`src/hdl/timer_pkg.sv`:
```
`default_nettype none

package timer_pkg;

	// register byte addresses on the bus
	localparam int AXI_ADDR_W = 8;
	localparam logic [7:0] ADDR_MAIN_SC = 8'h00;
	localparam logic [7:0] ADDR_COUNT   = 8'h04;
	localparam logic [7:0] ADDR_MOD_HI  = 8'h08;
	localparam logic [7:0] ADDR_MOD_LO  = 8'h0c;
	localparam logic [7:0] ADDR_CH_SC   = 8'h10;
	localparam logic [7:0] ADDR_CH_VAL  = 8'h14;

	localparam logic [1:0] RESP_OKAY   = 2'h0;
	localparam logic [1:0] RESP_SLVERR = 2'h2;

	// counter constants
	localparam logic [15:0] CNT_ZERO     = 16'h0000;
	localparam logic [15:0] CNT_ONE      = 16'h0001;
	localparam logic [15:0] CNT_FREE_TOP = 16'hffff;
	localparam logic [6:0]  PRESC_STEP   = 7'h01;

	// counter clock select codes
	localparam logic [1:0] CLK_OFF   = 2'h0;
	localparam logic [1:0] CLK_BUS   = 2'h1;
	localparam logic [1:0] CLK_FIXED = 2'h2;
	localparam logic [1:0] CLK_EXT   = 2'h3;

	// edge/level select codes
	localparam logic [1:0] ELS_GPIO   = 2'h0;
	localparam logic [1:0] ELS_TOGGLE = 2'h1;
	localparam logic [1:0] ELS_CLEAR  = 2'h2;
	localparam logic [1:0] ELS_SET    = 2'h3;
	localparam logic [1:0] MS_CAPTURE = 2'h0;
	localparam logic [1:0] MS_COMPARE = 2'h1;

	// main status/control layout, bit 7 down to bit 0
	typedef struct packed {
		logic       flag;
		logic       ie;
		logic       cpwm;
		logic [1:0] clk_sel;
		logic [2:0] ps;
	} main_ctl_t;

	// channel status/control layout, bits 1:0 reserved
	typedef struct packed {
		logic       flag;
		logic       ie;
		logic [1:0] ms;
		logic [1:0] els;
		logic [1:0] rsvd;
	} ch_ctl_t;

	typedef enum logic [1:0] {
		CH_CAPTURE = 2'b00,
		CH_COMPARE = 2'b01,
		CH_EPWM    = 2'b10,
		CH_CPWM    = 2'b11
	} ch_mode_t;

	typedef struct packed {
		logic s1;
		logic s2;
		logic s3;
	} sync_t;

	typedef struct packed {
		main_ctl_t   sc;
		logic        ovf_armed;
		logic [15:0] cnt;
		logic        cnt_down;
		logic [6:0]  presc;
		logic [15:0] modulo;
		logic [15:0] mod_buf;
		logic        lat_hi;
		logic        lat_lo;
		ch_ctl_t     ch;
		logic        ch_armed;
		logic [15:0] ch_val;
		logic        pin_out;
		logic        aw_held;
		logic [7:0]  aw_addr;
		logic        w_held;
		logic [31:0] wdata;
		logic [3:0]  wstrb;
		logic        bvalid;
		logic [1:0]  bresp;
		logic        rvalid;
		logic [31:0] rdata;
		logic [1:0]  rresp;
	} timer_state_t;

	localparam timer_state_t STATE_RESET = '0;
	localparam sync_t        SYNC_RESET  = '0;

endpackage : timer_pkg

`default_nettype wire

```
`src/hdl/pin_edge_sync.sv`:
```
`default_nettype none

// two-flop synchroniser plus one stage for edge detection
module pin_edge_sync
(
	input  wire logic aclk,
	input  wire logic aresetn,
	input  wire logic pin,
	output logic      rise,
	output logic      fall
);

	timer_pkg::sync_t s;
	timer_pkg::sync_t next_s;

	// s1 feeds only s2; edges are judged from s2 and s3
	always_comb
	begin
		next_s    = s;
		next_s.s1 = pin;
		next_s.s2 = s.s1;
		next_s.s3 = s.s2;
	end

	always_ff @(posedge aclk)
	begin
		if (!aresetn)
			s <= timer_pkg::SYNC_RESET;
		else
			s <= next_s;
	end

	assign rise = s.s2 & ~s.s3;
	assign fall = ~s.s2 & s.s3;

endmodule : pin_edge_sync

`default_nettype wire

```
`src/hdl/timer_modulo_channel_ctrl.sv`:
```
// What this block does
// - at modulo, restart at zero (center-aligned: count down), set overflow
// - half-written modulo suppresses overflow flag
// - modulo resets zero; zero means free-run
// - buffered modulo; clock off: transfer immediately
// - clock on: transfer stepping into old modulo
// - main control write resets modulo latches
// - debug mode freezes modulo latches, except a main control write resets them
// - debug mode writes modulo directly
// - capture edge sets channel flag
// - compare match sets channel flag
// - pwm at 0% or 100% never flags
// - channel interrupt when flag and enable
// - clear flag: read set, write zero
// - new event restarts clear sequence
// - edge select zero releases the pin
// - capture mode with rising/falling/both edges
// - compare toggles, clears or sets pin
// - edge-aligned pwm high- or low-true
// - center-aligned pwm high- or low-true
// - center-aligned counts up and down
// - clock select zero stops the counter
`default_nettype none

module timer_modulo_channel_ctrl
(
	input  wire logic        aclk,
	input  wire logic        aresetn,
	input  wire logic [7:0]  awaddr,
	input  wire logic        awvalid,
	output logic             awready,
	input  wire logic [31:0] wdata,
	input  wire logic [3:0]  wstrb,
	input  wire logic        wvalid,
	output logic             wready,
	output logic [1:0]       bresp,
	output logic             bvalid,
	input  wire logic        bready,
	input  wire logic [7:0]  araddr,
	input  wire logic        arvalid,
	output logic             arready,
	output logic [31:0]      rdata,
	output logic [1:0]       rresp,
	output logic             rvalid,
	input  wire logic        rready,
	input  wire logic        background_debug_mode,
	input  wire logic        ext_clk_pin,
	input  wire logic        ch_pin_in,
	output logic             ch_pin_out,
	output logic             ch_pin_oe_n,
	output logic             overflow_irq,
	output logic             channel_irq
);

	timer_pkg::timer_state_t s;
	timer_pkg::timer_state_t next_s;
	timer_pkg::main_ctl_t    wsc;
	timer_pkg::ch_ctl_t      wch;
	timer_pkg::ch_mode_t     mode;
	logic [15:0] top;
	logic        ext_rise;
	logic        ch_rise;
	logic        ch_fall;
	logic        src;
	logic        tick;
	logic        ovf;
	logic        step_to_top;
	logic        match;
	logic        extreme;
	logic        ch_event;
	logic        do_write;
	logic        sc_wr;
	logic        ch_wr;
	logic        ch_rd;

	// mask of prescaler bits that must all be ones for a tick
	function automatic logic [6:0] prescale_mask(input logic [2:0] ps);
		logic [7:0] m;
		m = (8'h01 << ps) - 8'h01;
		return m[6:0];
	endfunction : prescale_mask

	// center-aligned select overrides the per-channel mode bits
	function automatic timer_pkg::ch_mode_t channel_mode(input logic cpwm,
		input logic [1:0] ms);
		timer_pkg::ch_mode_t m;
		m = timer_pkg::CH_CAPTURE;
		if (cpwm)
			m = timer_pkg::CH_CPWM;
		else if (ms[1])
			m = timer_pkg::CH_EPWM;
		else if (ms == timer_pkg::MS_COMPARE)
			m = timer_pkg::CH_COMPARE;
		else
			m = timer_pkg::CH_CAPTURE;
		return m;
	endfunction : channel_mode

	pin_edge_sync u_ext_sync
	(
		.aclk    (aclk),
		.aresetn (aresetn),
		.pin     (ext_clk_pin),
		.rise    (ext_rise),
		.fall    ()
	);

	pin_edge_sync u_ch_sync
	(
		.aclk    (aclk),
		.aresetn (aresetn),
		.pin     (ch_pin_in),
		.rise    (ch_rise),
		.fall    (ch_fall)
	);

	// bus handshakes: one write and one read held at a time
	assign awready      = !s.aw_held;
	assign wready       = !s.w_held;
	assign arready      = !s.rvalid;
	assign bvalid       = s.bvalid;
	assign bresp        = s.bresp;
	assign rvalid       = s.rvalid;
	assign rdata        = s.rdata;
	assign rresp        = s.rresp;
	assign ch_pin_out   = s.pin_out;
	// capture only listens to the pin, so the driver stays off there too
	assign ch_pin_oe_n  = (s.ch.els == timer_pkg::ELS_GPIO)
		|| (mode == timer_pkg::CH_CAPTURE);
	assign overflow_irq = s.sc.flag & s.sc.ie;
	assign channel_irq  = s.ch.flag & s.ch.ie;

	always_comb
	begin
		next_s = s;
		wsc = timer_pkg::main_ctl_t'(s.wdata[7:0]);
		wch = timer_pkg::ch_ctl_t'(s.wdata[7:0]);
		// zero modulo means the full 16-bit range
		top = (s.modulo == timer_pkg::CNT_ZERO) ? timer_pkg::CNT_FREE_TOP : s.modulo;

		// prescaler input; fixed clock is taken as the bus clock here
		case (s.sc.clk_sel)
			timer_pkg::CLK_BUS,
			timer_pkg::CLK_FIXED: src = 1'b1;
			timer_pkg::CLK_EXT:   src = ext_rise;
			default:              src = 1'b0;
		endcase
		if (background_debug_mode)
			src = 1'b0; // counter frozen while debugging
		tick = src && ((s.presc & prescale_mask(s.sc.ps)) == prescale_mask(s.sc.ps));
		if (src)
			next_s.presc = s.presc + timer_pkg::PRESC_STEP;

		// counter stepping
		ovf = 1'b0;
		step_to_top = 1'b0;
		if (tick)
		begin
			step_to_top = !s.cnt_down && (s.cnt == top - timer_pkg::CNT_ONE);
			if (!s.sc.cpwm)
			begin
				if (s.cnt >= top)
				begin
					next_s.cnt = timer_pkg::CNT_ZERO;
					ovf = 1'b1;
				end
				else
					next_s.cnt = s.cnt + timer_pkg::CNT_ONE;
			end
			else if (!s.cnt_down)
			begin
				if (s.cnt >= top)
				begin
					next_s.cnt_down = 1'b1;
					next_s.cnt = s.cnt - timer_pkg::CNT_ONE;
					ovf = 1'b1;
				end
				else
					next_s.cnt = s.cnt + timer_pkg::CNT_ONE;
			end
			else if (s.cnt == timer_pkg::CNT_ZERO)
			begin
				next_s.cnt_down = 1'b0;
				next_s.cnt = s.cnt + timer_pkg::CNT_ONE;
			end
			else
				next_s.cnt = s.cnt - timer_pkg::CNT_ONE;
		end

		// channel function
		mode = channel_mode(s.sc.cpwm, s.ch.ms);
		match = tick && (next_s.cnt == s.ch_val);
		extreme = (s.ch_val == timer_pkg::CNT_ZERO) || (s.ch_val > top);
		case (mode)
			timer_pkg::CH_CAPTURE: ch_event = (ch_rise && s.ch.els[0])
				|| (ch_fall && s.ch.els[1]);
			timer_pkg::CH_COMPARE: ch_event = match;
			default:               ch_event = match && !extreme;
		endcase
		if (mode == timer_pkg::CH_CAPTURE && ch_event)
			next_s.ch_val = s.cnt;
		case (mode)
			timer_pkg::CH_COMPARE:
			begin
				if (match)
				begin
					case (s.ch.els)
						timer_pkg::ELS_TOGGLE: next_s.pin_out = !s.pin_out;
						timer_pkg::ELS_CLEAR:  next_s.pin_out = 1'b0;
						timer_pkg::ELS_SET:    next_s.pin_out = 1'b1;
						default:               next_s.pin_out = s.pin_out;
					endcase
				end
			end
			// high while below the channel value; low-true inverts
			timer_pkg::CH_EPWM,
			timer_pkg::CH_CPWM:
				next_s.pin_out = (next_s.cnt < s.ch_val) ^ s.ch.els[0];
			default:
				next_s.pin_out = s.pin_out;
		endcase

		// buffered modulo moves over once both halves are in
		if (s.lat_hi && s.lat_lo && !background_debug_mode
			&& (s.sc.clk_sel == timer_pkg::CLK_OFF || step_to_top))
		begin
			next_s.modulo = s.mod_buf;
			next_s.lat_hi = 1'b0;
			next_s.lat_lo = 1'b0;
		end

		// write channel: address and data are latched independently
		if (awvalid && !s.aw_held)
		begin
			next_s.aw_held = 1'b1;
			next_s.aw_addr = awaddr;
		end
		if (wvalid && !s.w_held)
		begin
			next_s.w_held = 1'b1;
			next_s.wdata = wdata;
			next_s.wstrb = wstrb;
		end
		if (s.bvalid && bready)
			next_s.bvalid = 1'b0;
		if (s.rvalid && rready)
			next_s.rvalid = 1'b0;
		do_write = s.aw_held && s.w_held && !s.bvalid;
		sc_wr = 1'b0;
		ch_wr = 1'b0;
		if (do_write)
		begin
			next_s.aw_held = 1'b0;
			next_s.w_held = 1'b0;
			next_s.bvalid = 1'b1;
			next_s.bresp = timer_pkg::RESP_OKAY;
			case (s.aw_addr)
				timer_pkg::ADDR_MAIN_SC:
				begin
					if (s.wstrb[0])
					begin
						sc_wr = 1'b1;
						next_s.sc.ie = wsc.ie;
						next_s.sc.cpwm = wsc.cpwm;
						next_s.sc.clk_sel = wsc.clk_sel;
						next_s.sc.ps = wsc.ps;
						if (!wsc.flag && s.ovf_armed)
							next_s.sc.flag = 1'b0;
						next_s.ovf_armed = 1'b0;
						next_s.lat_hi = 1'b0;
						next_s.lat_lo = 1'b0;
					end
				end
				// any write clears the counter
				timer_pkg::ADDR_COUNT:
				begin
					next_s.cnt = timer_pkg::CNT_ZERO;
					next_s.cnt_down = 1'b0;
					next_s.presc = '0;
				end
				timer_pkg::ADDR_MOD_HI:
				begin
					if (s.wstrb[0] && background_debug_mode)
						next_s.modulo[15:8] = s.wdata[7:0];
					else if (s.wstrb[0])
					begin
						next_s.mod_buf[15:8] = s.wdata[7:0];
						next_s.lat_hi = 1'b1;
					end
				end
				timer_pkg::ADDR_MOD_LO:
				begin
					if (s.wstrb[0] && background_debug_mode)
						next_s.modulo[7:0] = s.wdata[7:0];
					else if (s.wstrb[0])
					begin
						next_s.mod_buf[7:0] = s.wdata[7:0];
						next_s.lat_lo = 1'b1;
					end
				end
				timer_pkg::ADDR_CH_SC:
				begin
					if (s.wstrb[0])
					begin
						ch_wr = 1'b1;
						next_s.ch.ie = wch.ie;
						next_s.ch.ms = wch.ms;
						next_s.ch.els = wch.els;
						// writing a one leaves the flag alone
						if (!wch.flag && s.ch_armed)
							next_s.ch.flag = 1'b0;
						next_s.ch_armed = 1'b0;
					end
				end
				// value writes are ignored while capturing
				timer_pkg::ADDR_CH_VAL:
				begin
					if (mode != timer_pkg::CH_CAPTURE && s.wstrb[0])
						next_s.ch_val[7:0] = s.wdata[7:0];
					if (mode != timer_pkg::CH_CAPTURE && s.wstrb[1])
						next_s.ch_val[15:8] = s.wdata[15:8];
				end
				default:
					next_s.bresp = timer_pkg::RESP_SLVERR;
			endcase
		end

		// read channel; status reads arm the flag clear
		ch_rd = 1'b0;
		if (arvalid && !s.rvalid)
		begin
			next_s.rvalid = 1'b1;
			next_s.rresp = timer_pkg::RESP_OKAY;
			next_s.rdata = '0;
			case (araddr)
				timer_pkg::ADDR_MAIN_SC:
				begin
					next_s.rdata[7:0] = s.sc;
					if (s.sc.flag)
						next_s.ovf_armed = 1'b1;
				end
				timer_pkg::ADDR_COUNT:  next_s.rdata[15:0] = s.cnt;
				timer_pkg::ADDR_MOD_HI: next_s.rdata[7:0] = s.modulo[15:8];
				timer_pkg::ADDR_MOD_LO: next_s.rdata[7:0] = s.modulo[7:0];
				timer_pkg::ADDR_CH_SC:
				begin
					ch_rd = 1'b1;
					next_s.rdata[7:0] = {s.ch.flag, s.ch.ie, s.ch.ms, s.ch.els, 2'b00};
					if (s.ch.flag)
						next_s.ch_armed = 1'b1;
				end
				timer_pkg::ADDR_CH_VAL: next_s.rdata[15:0] = s.ch_val;
				default: next_s.rresp = timer_pkg::RESP_SLVERR;
			endcase
		end

		// hardware set wins over a clear in the same cycle
		if (ovf && !(s.lat_hi ^ s.lat_lo))
		begin
			next_s.sc.flag = 1'b1;
			next_s.ovf_armed = 1'b0;
		end
		if (ch_event)
		begin
			next_s.ch.flag = 1'b1;
			next_s.ch_armed = 1'b0;
		end
	end

	always_ff @(posedge aclk)
	begin
		if (!aresetn)
			s <= timer_pkg::STATE_RESET;
		else
			s <= next_s;
	end
endmodule : timer_modulo_channel_ctrl

`default_nettype wire

```
`config.mk`:
```
export PLATFORM = sky130hd
export DESIGN_NAME = timer_modulo_channel_ctrl
export DESIGN_NICKNAME = d
export VERILOG_FILES = /design/src/hdl/timer_pkg.sv /design/src/hdl/pin_edge_sync.sv /design/src/hdl/timer_modulo_channel_ctrl.sv
export SDC_FILE = /design/constraint.sdc
export NUM_CORES = 1
export LEC_CHECK = 0
export BUFFER_PORTS_ARGS = -buffer_cell sky130_fd_sc_hd__buf_2
export CAP_MARGIN = 25
export CORE_UTILIZATION = 40
export DETAILED_ROUTE_END_ITERATION = 8
export HOLD_SLACK_MARGIN = 0.06
export PLACE_DENSITY = 0.61
export SKIP_CTS_REPAIR_TIMING = 1
export SLEW_MARGIN = 20
export SYNTH_ARGS = -nofsm -noshare
export SYNTH_HDL_FRONTEND = slang
export SYNTH_SLANG_ARGS = --single-unit
```
`constraint.sdc`:
```
create_clock -name aclk -period 17.54 [get_ports aclk]
set_input_delay 0.877 -clock aclk [delete_from_list [all_inputs] [get_ports aclk]]
set_output_delay 0.877 -clock aclk [all_outputs]
set_load 0.03 [all_outputs]
```
Word level (Yosys, flattened, before mapping)
Cells that the tools add are included.
{"block": "classes", "add_sub_neg": 5, "mul": 0, "n_div": 0, "magnitude_cmp": 3, "n_eq_ne": 25, "n_shift": 1, "muxes": 74, "bitwise_logic": 13, "n_reduce_logical": 71}
{"operator": "2-to-1 mux 16 bit", "count": 8}
{"operator": "2-to-1 mux 8 bit", "count": 12}
{"operator": "2-to-1 mux 73 bit", "count": 1}
{"operator": "2-to-1 mux 17 bit", "count": 3}
{"operator": "logical NOT 16 bit", "count": 3}
{"operator": "one-hot mux 8 bit (6 select lines)", "count": 1}
{"operator": "2-to-1 mux 35 bit", "count": 1}
{"operator": "== test 16 bit", "count": 2}
{"operator": "== test 8 x 4 -> 1 bit, second input constant", "count": 4}
{"operator": "== test 8 x 5 -> 1 bit, second input constant", "count": 4}
{"operator": "subtractor 16 x 1 -> 16 bit, second input constant", "count": 2}
{"operator": "2-to-1 mux 1 bit", "count": 28}
{"operator": "2-to-1 mux 24 bit", "count": 1}
{"operator": "nonzero test 2 bit", "count": 12}
{"operator": "logical AND 1 bit", "count": 23}
{"operator": "2-to-1 mux 9 bit", "count": 2}
{"operator": "adder 16 x 1 -> 16 bit, second input constant", "count": 1}
{"operator": "== test 8 x 3 -> 1 bit, second input constant", "count": 2}
{"operator": ">= comparator 16 bit", "count": 1}
{"operator": "greater-than comparator 16 bit", "count": 1}
{"operator": "logical NOT 8 bit", "count": 2}
{"operator": "< comparator 16 bit", "count": 1}
{"operator": "one-hot mux 8 bit (2 select lines)", "count": 1}
{"operator": "AND reduction 4 bit", "count": 4}
{"operator": "24 further kinds", "count": 72}
{"block": "totals", "regBits": 147, "latchBits": 0, "mem_bits_rw": 0, "romBits": 0, "inputBits": 62, "output_inout_bits": 45, "word_cells": 229, "n_memories": 0}

Depth between registers and ports, before layout
{"block": "logic_depth", "word_depth": 19, "mapped_depth": 24, "ltp_nobuf": 20}

Cells and area by module
A second synthesis with hierarchy kept.
{"block": "hier_totals", "hier_cells": 1253, "hier_area_um2": 9801.9}
{"module": "timer_modulo_channel_ctrl", "instances": 1, "cells_per_inst": 1237, "area_per_inst_um2": 9619.2}
{"module": "pin_edge_sync", "instances": 2, "cells_per_inst": 8, "area_per_inst_um2": 91.3}

Worst setup path before layout
OpenSTA, ideal clock, no wires.
{"block": "synth_path", "path_kind": "register to register", "from": "register s[139] in the netlist's numbering", "to": "register s[101] in the netlist's numbering", "setup_ps": 116, "arrival_time_ps": 5928, "setup_slack_ps": 11496, "path_stages_with_launch": 23, "synth_period_minus_slack_ps": 6044, "cell_sequence": "dfxtp_1 -> or4_1 -> clkbuf_1 -> nor4_1 -> clkbuf_1 -> clkbuf_1 -> nor2_1 -> ha_1 -> a21o_1 -> a21o_1 -> a2111oi_0 -> o21ai_1 -> o31ai_1 -> o221ai_1 -> and2_1 -> or2_2 -> ha_1 -> nand4_1 -> nor3_1 -> nand3_1 -> a2111oi_0 -> o2bb2ai_1 -> and3_1"}
{"block": "synth_via", "elab_chain_len": 12, "elab_cells_between_ends": 16, "cone_classes": "order compare (2); eq/ne (1); mux (7); reduce/logical (6)"}
{"element": "start, declared", "line_no": "timer_modulo_channel_ctrl.sv:55", "rtl": "timer_pkg::timer_state_t s;"}
{"element": "start signal, assigned", "line_no": "timer_modulo_channel_ctrl.sv:373", "rtl": "s <= timer_pkg::STATE_RESET;"}
{"element": "start signal, assigned", "line_no": "timer_modulo_channel_ctrl.sv:375", "rtl": "s <= next_s;"}
{"element": "logical NOT 16 bit", "line_no": "timer_modulo_channel_ctrl.sv:139", "rtl": "top = (s.modulo == timer_pkg::CNT_ZERO) ? timer_pkg::CNT_FREE_TOP : s.modulo;"}
{"element": "2-to-1 mux 16 bit (*)", "line_no": "timer_modulo_channel_ctrl.sv:139"}
{"element": ">= comparator 16 bit", "line_no": "timer_modulo_channel_ctrl.sv:162, timer_modulo_channel_ctrl.sv:172"}
{"element": "2-to-1 mux 16 bit", "line_no": "timer_modulo_channel_ctrl.sv:172", "rtl": "if (s.cnt >= top)"}
{"element": "2-to-1 mux 17 bit", "line_no": "timer_modulo_channel_ctrl.sv:170", "rtl": "else if (!s.cnt_down)"}
{"element": "2-to-1 mux 16 bit", "line_no": "timer_modulo_channel_ctrl.sv:160", "rtl": "if (!s.sc.cpwm)"}
{"element": "2-to-1 mux 17 bit", "line_no": "timer_modulo_channel_ctrl.sv:157", "rtl": "if (tick)"}
{"element": "== test 16 bit", "line_no": "timer_modulo_channel_ctrl.sv:192", "rtl": "match = tick && (next_s.cnt == s.ch_val);"}
{"element": "logical AND 1 bit", "line_no": "timer_modulo_channel_ctrl.sv:192"}
{"element": "logical AND 1 bit", "line_no": "timer_modulo_channel_ctrl.sv:198", "rtl": "default: ch_event = match && !extreme;"}
{"element": "one-hot mux 1 bit (2 select lines) (*)", "line_no": "timer_modulo_channel_ctrl.sv:194", "rtl": "case (mode)"}
{"element": "OR reduction 2 bit (no line) (*)"}
Mark *: on every way between the ends. The rest lies on a longest branch, timed or not.
A chain may end at the register's enable or synchronous reset.

Worst setup path after layout
Ends and elaborated chain as after synthesis.

==> flow_summary.yaml <==
clock_tree:
  cts_tree: "yes"
  cts-root-buf: "clkbuf_16"
  worstSkewPairLatency_ns: 0.44
  clock_sinks: 145
  cts_buffers: 17
  clockBufferDepth: 2
  htreeDepth: 4
  clkTransAtPathRegs_ns: 0.07
power_and_ir_drop:
  p_int_w: 0.000546
  sequentialPowerShare_pct: 45.4
  power_w: 0.000757
  p_comb_share_pct: 6.7
  power_frac_clock_pct: 47.9
  p_sw_share_pct: 27.9
  p_sw_w: 0.000211
  p_leak_nw: 4.62
  ir_drop_mv: 0.0645
  power_density_nw_per_um2: 70.2
routing:
  vias: 9182
  ant_nets: 0
  post_drt_wl_per_cell_um: 19.5
  drc: 0
  wirelength_mm: 30.2
  viasPerCell: 5.92
  dr.pass1.iters: 5
  drt_iter0_markers: 646
timing:
  rsz0062_at_grt: "false"
  holdWs_ns: 0.437
  timing.final.ws_setup_ns: 10.27
  hold_viol_final: 0
  fin_crit_sh_pct: 41.5
  period_needed_ns: 7.27
  worst_pin_slew_ns: 0.843
  slew_headroom_pct: 42.9
  setup_viol: 0
  final_max_slew_viol_count: 0
  worst_clock_skew_ns: 0.0190
  tns_ns: 0
  max_freq_mhz: 138
floorplan:
  start_util_pct: 40.9
  io_pins: 107
  die_area_um2: 25500
  die_w_um: 160
  dieHeight_um: 160
  placementRows: 57
  core_um2: 24300
flow_run:
  drv_cap: 0
final_layout:
  syn2layout_area_growth_pct: 8.46
  n_antenna_cell: 0
  nNetsFinal: 1330
  fillerInstances: 2445
  post-route-cell-area_um2: 10800
  drive_above_1_share_pct: 12.2
global_routing:
  grt_pass1_vias: 8423
  grt_overflow: 0
  grt_max_degree: 98
  grtUsageTotal_pct: 23.6
  antenna_found_initial: 0
  grt_pass1_wl_mm: 47.2
logic_synthesis:
  synth-seq-cells: 145
  ys.warnings.count: 0
  netlist.area_leader.share_pct: 29.2
  netlist_instances: 1227
  syn_avg_cell_area_um2: 8.10
  synth_commonest_cells: "dfxtp_1 (145), nand2_1 (118), nor2_1 (86), clkbuf_1 (82), ha_1 (54)"
  syn_area_um2: 9940
  synth_seq_area_share_pct: 29.2
  postSynth.asyncResetShare_pct: 0
  synth-edff-count: 0
  yosysTopAreaCell: "dfxtp_1"
  synth_ff_type: "dfxtp_1"
  synth_area_leaders: "dfxtp_1 (29%), ha_1 (6.8%), nand2_1 (4.5%)"
  yosysMostFrequentCell: "dfxtp_1"
  yosys.cell_types.count: 79
critical_path:
  worstPathArrival_ns: 7.59
  cp-end-kind: "flip-flop"
  path_max_fanout: 20
  worstPathRequired_ns: 17.86
  crit_type: "flip-flop to flip-flop"
  critPathLaunchType: "flip-flop"
  r2r_cells: 20
placed_design:
  gp_congestion: 0.923
  dpl.hpwl_mm: 21.8
  place_area_um2: 10200
  pre_cts_ws_ns: 10.50
  placement.io_buffers: 70
status:
  status: "finished, final reports clean"
hold_path:
  min_path_type: "flip-flop to flip-flop"
  hold_depth: 1
## path summary, 6_finish.rpt
check                        from                    to  slack, ns
max                        s[139]                s[101]      10.27
min          u_ext_sync.next_s[1]  u_ext_sync.next_s[0]       0.44
max reg2reg                s[139]                s[101]      10.27
min reg2reg  u_ext_sync.next_s[1]  u_ext_sync.next_s[0]       0.44
## sequential cells by signal, summed over array words and instances, names as in the netlist
signal	count
s	118
rdata	16
u_ch_sync.next_s	2
u_ext_sync.next_s	2
bresp	1
bvalid	1
ch_pin_out	1
rresp	1
rvalid	1
u_ch_sync.s	1
u_ext_sync.s	1
## critical path, stage by stage, from the launching register on
cell and delay [ns]:
dfxtp_1 0.43, or4_1 0.76, nor4_2 0.35, buf_4 0.28
nor2_1 0.13, ha_1 0.33, a21o_1 0.18, a21o_1 0.18
a2111oi_0 0.65, o21ai_1 0.32, o31ai_1 0.68, o221ai_1 0.24
and2_1 0.23, or2_2 0.30, ha_1 0.28, nand4_1 0.16
nor3_1 0.32, nand3_1 0.24, a2111oi_0 0.64, o2bb2ai_1 0.23
and3_1 0.21
## layout by cell type, fill, tap and decap left out, types with 13 or more instances in the layout
cell       instances
dfxtp_1          145
nand2_1          118
nor2_1            86
buf_2             69
ha_1              54
o21ai_0           51
nor2b_1           47
mux2i_1           41
a21oi_1           38
inv_1             37
nor3_1            33
a21boi_0          28
nand3_1           27
o211ai_1          26
xnor2_1           24
and2_1            22
a221oi_1          21
o221ai_1          20
nand4_1           19
nor4_1            18
o211a_1           18
conb_1            18
clkbuf_16         17
buf_4             13
## cell type report
class / instances / area (um^2) / share of cell area (%)
multi-input combinational: 931 / 6310 / 58.5
sequential: 145 / 2900 / 26.9
timing repair buffer: 82 / 443 / 4.11
clock buffer: 18 / 439 / 4.07
tap: 324 / 405 / 3.76
clock inverter: 14 / 141 / 1.31
inverter: 37 / 139 / 1.29
## metrics by stage
stage	util (%)	instances
2_1_floorplan	-	1244
3_3_place_gp	41.9	1519
3_5_place_dp	41.9	1519
4_1_cts	44.3	1551
5_1_grt	44.3	1551
6_report	44.3	1551
## power by group through the flow
stage / combinational [W] / sequential (W) / clock [W]
after floorplan: 0.0000421 / 0.000348 / 0
after global placement: 0.0000502 / 0.000351 / 0
after detailed placement: 0.0000507 / 0.000351 / 0
after CTS: 0.0000508 / 0.000344 / 0.000368
after global routing: 0.0000553 / 0.000345 / 0.000382
final: 0.0000506 / 0.000344 / 0.000362
## cells by family (layout without fill, tap and decap cells)
group | after synthesis | count (layout) | synth area share (%)
AND/OR/NAND/NOR | 479 | 479 | 25.9
AO/OA/AOI/OAI | 303 | 303 | 22.6
multiplexers | 42 | 42 | 4.24
flip-flops | 145 | 145 | 29.2
adder cells (fa/ha/maj) | 54 | 54 | 6.80
XOR/XNOR | 35 | 35 | 3.08
other | 1 | 18 | 0.0377
buffers and inverters | 168 | 151 | 8.08
## routing by layer
metal,wire (um),vias to the layer above,GRT usage (%),share of wire (%)
li1,-,4417,-,-
met1,13800,4379,31.7,46
met2,14000,340,38.4,46
met3,1730,46,3.53,5.7
met4,679,0,8.39,2.2
met5,0,-,0,0
Power figures use the tool's default switching activity.
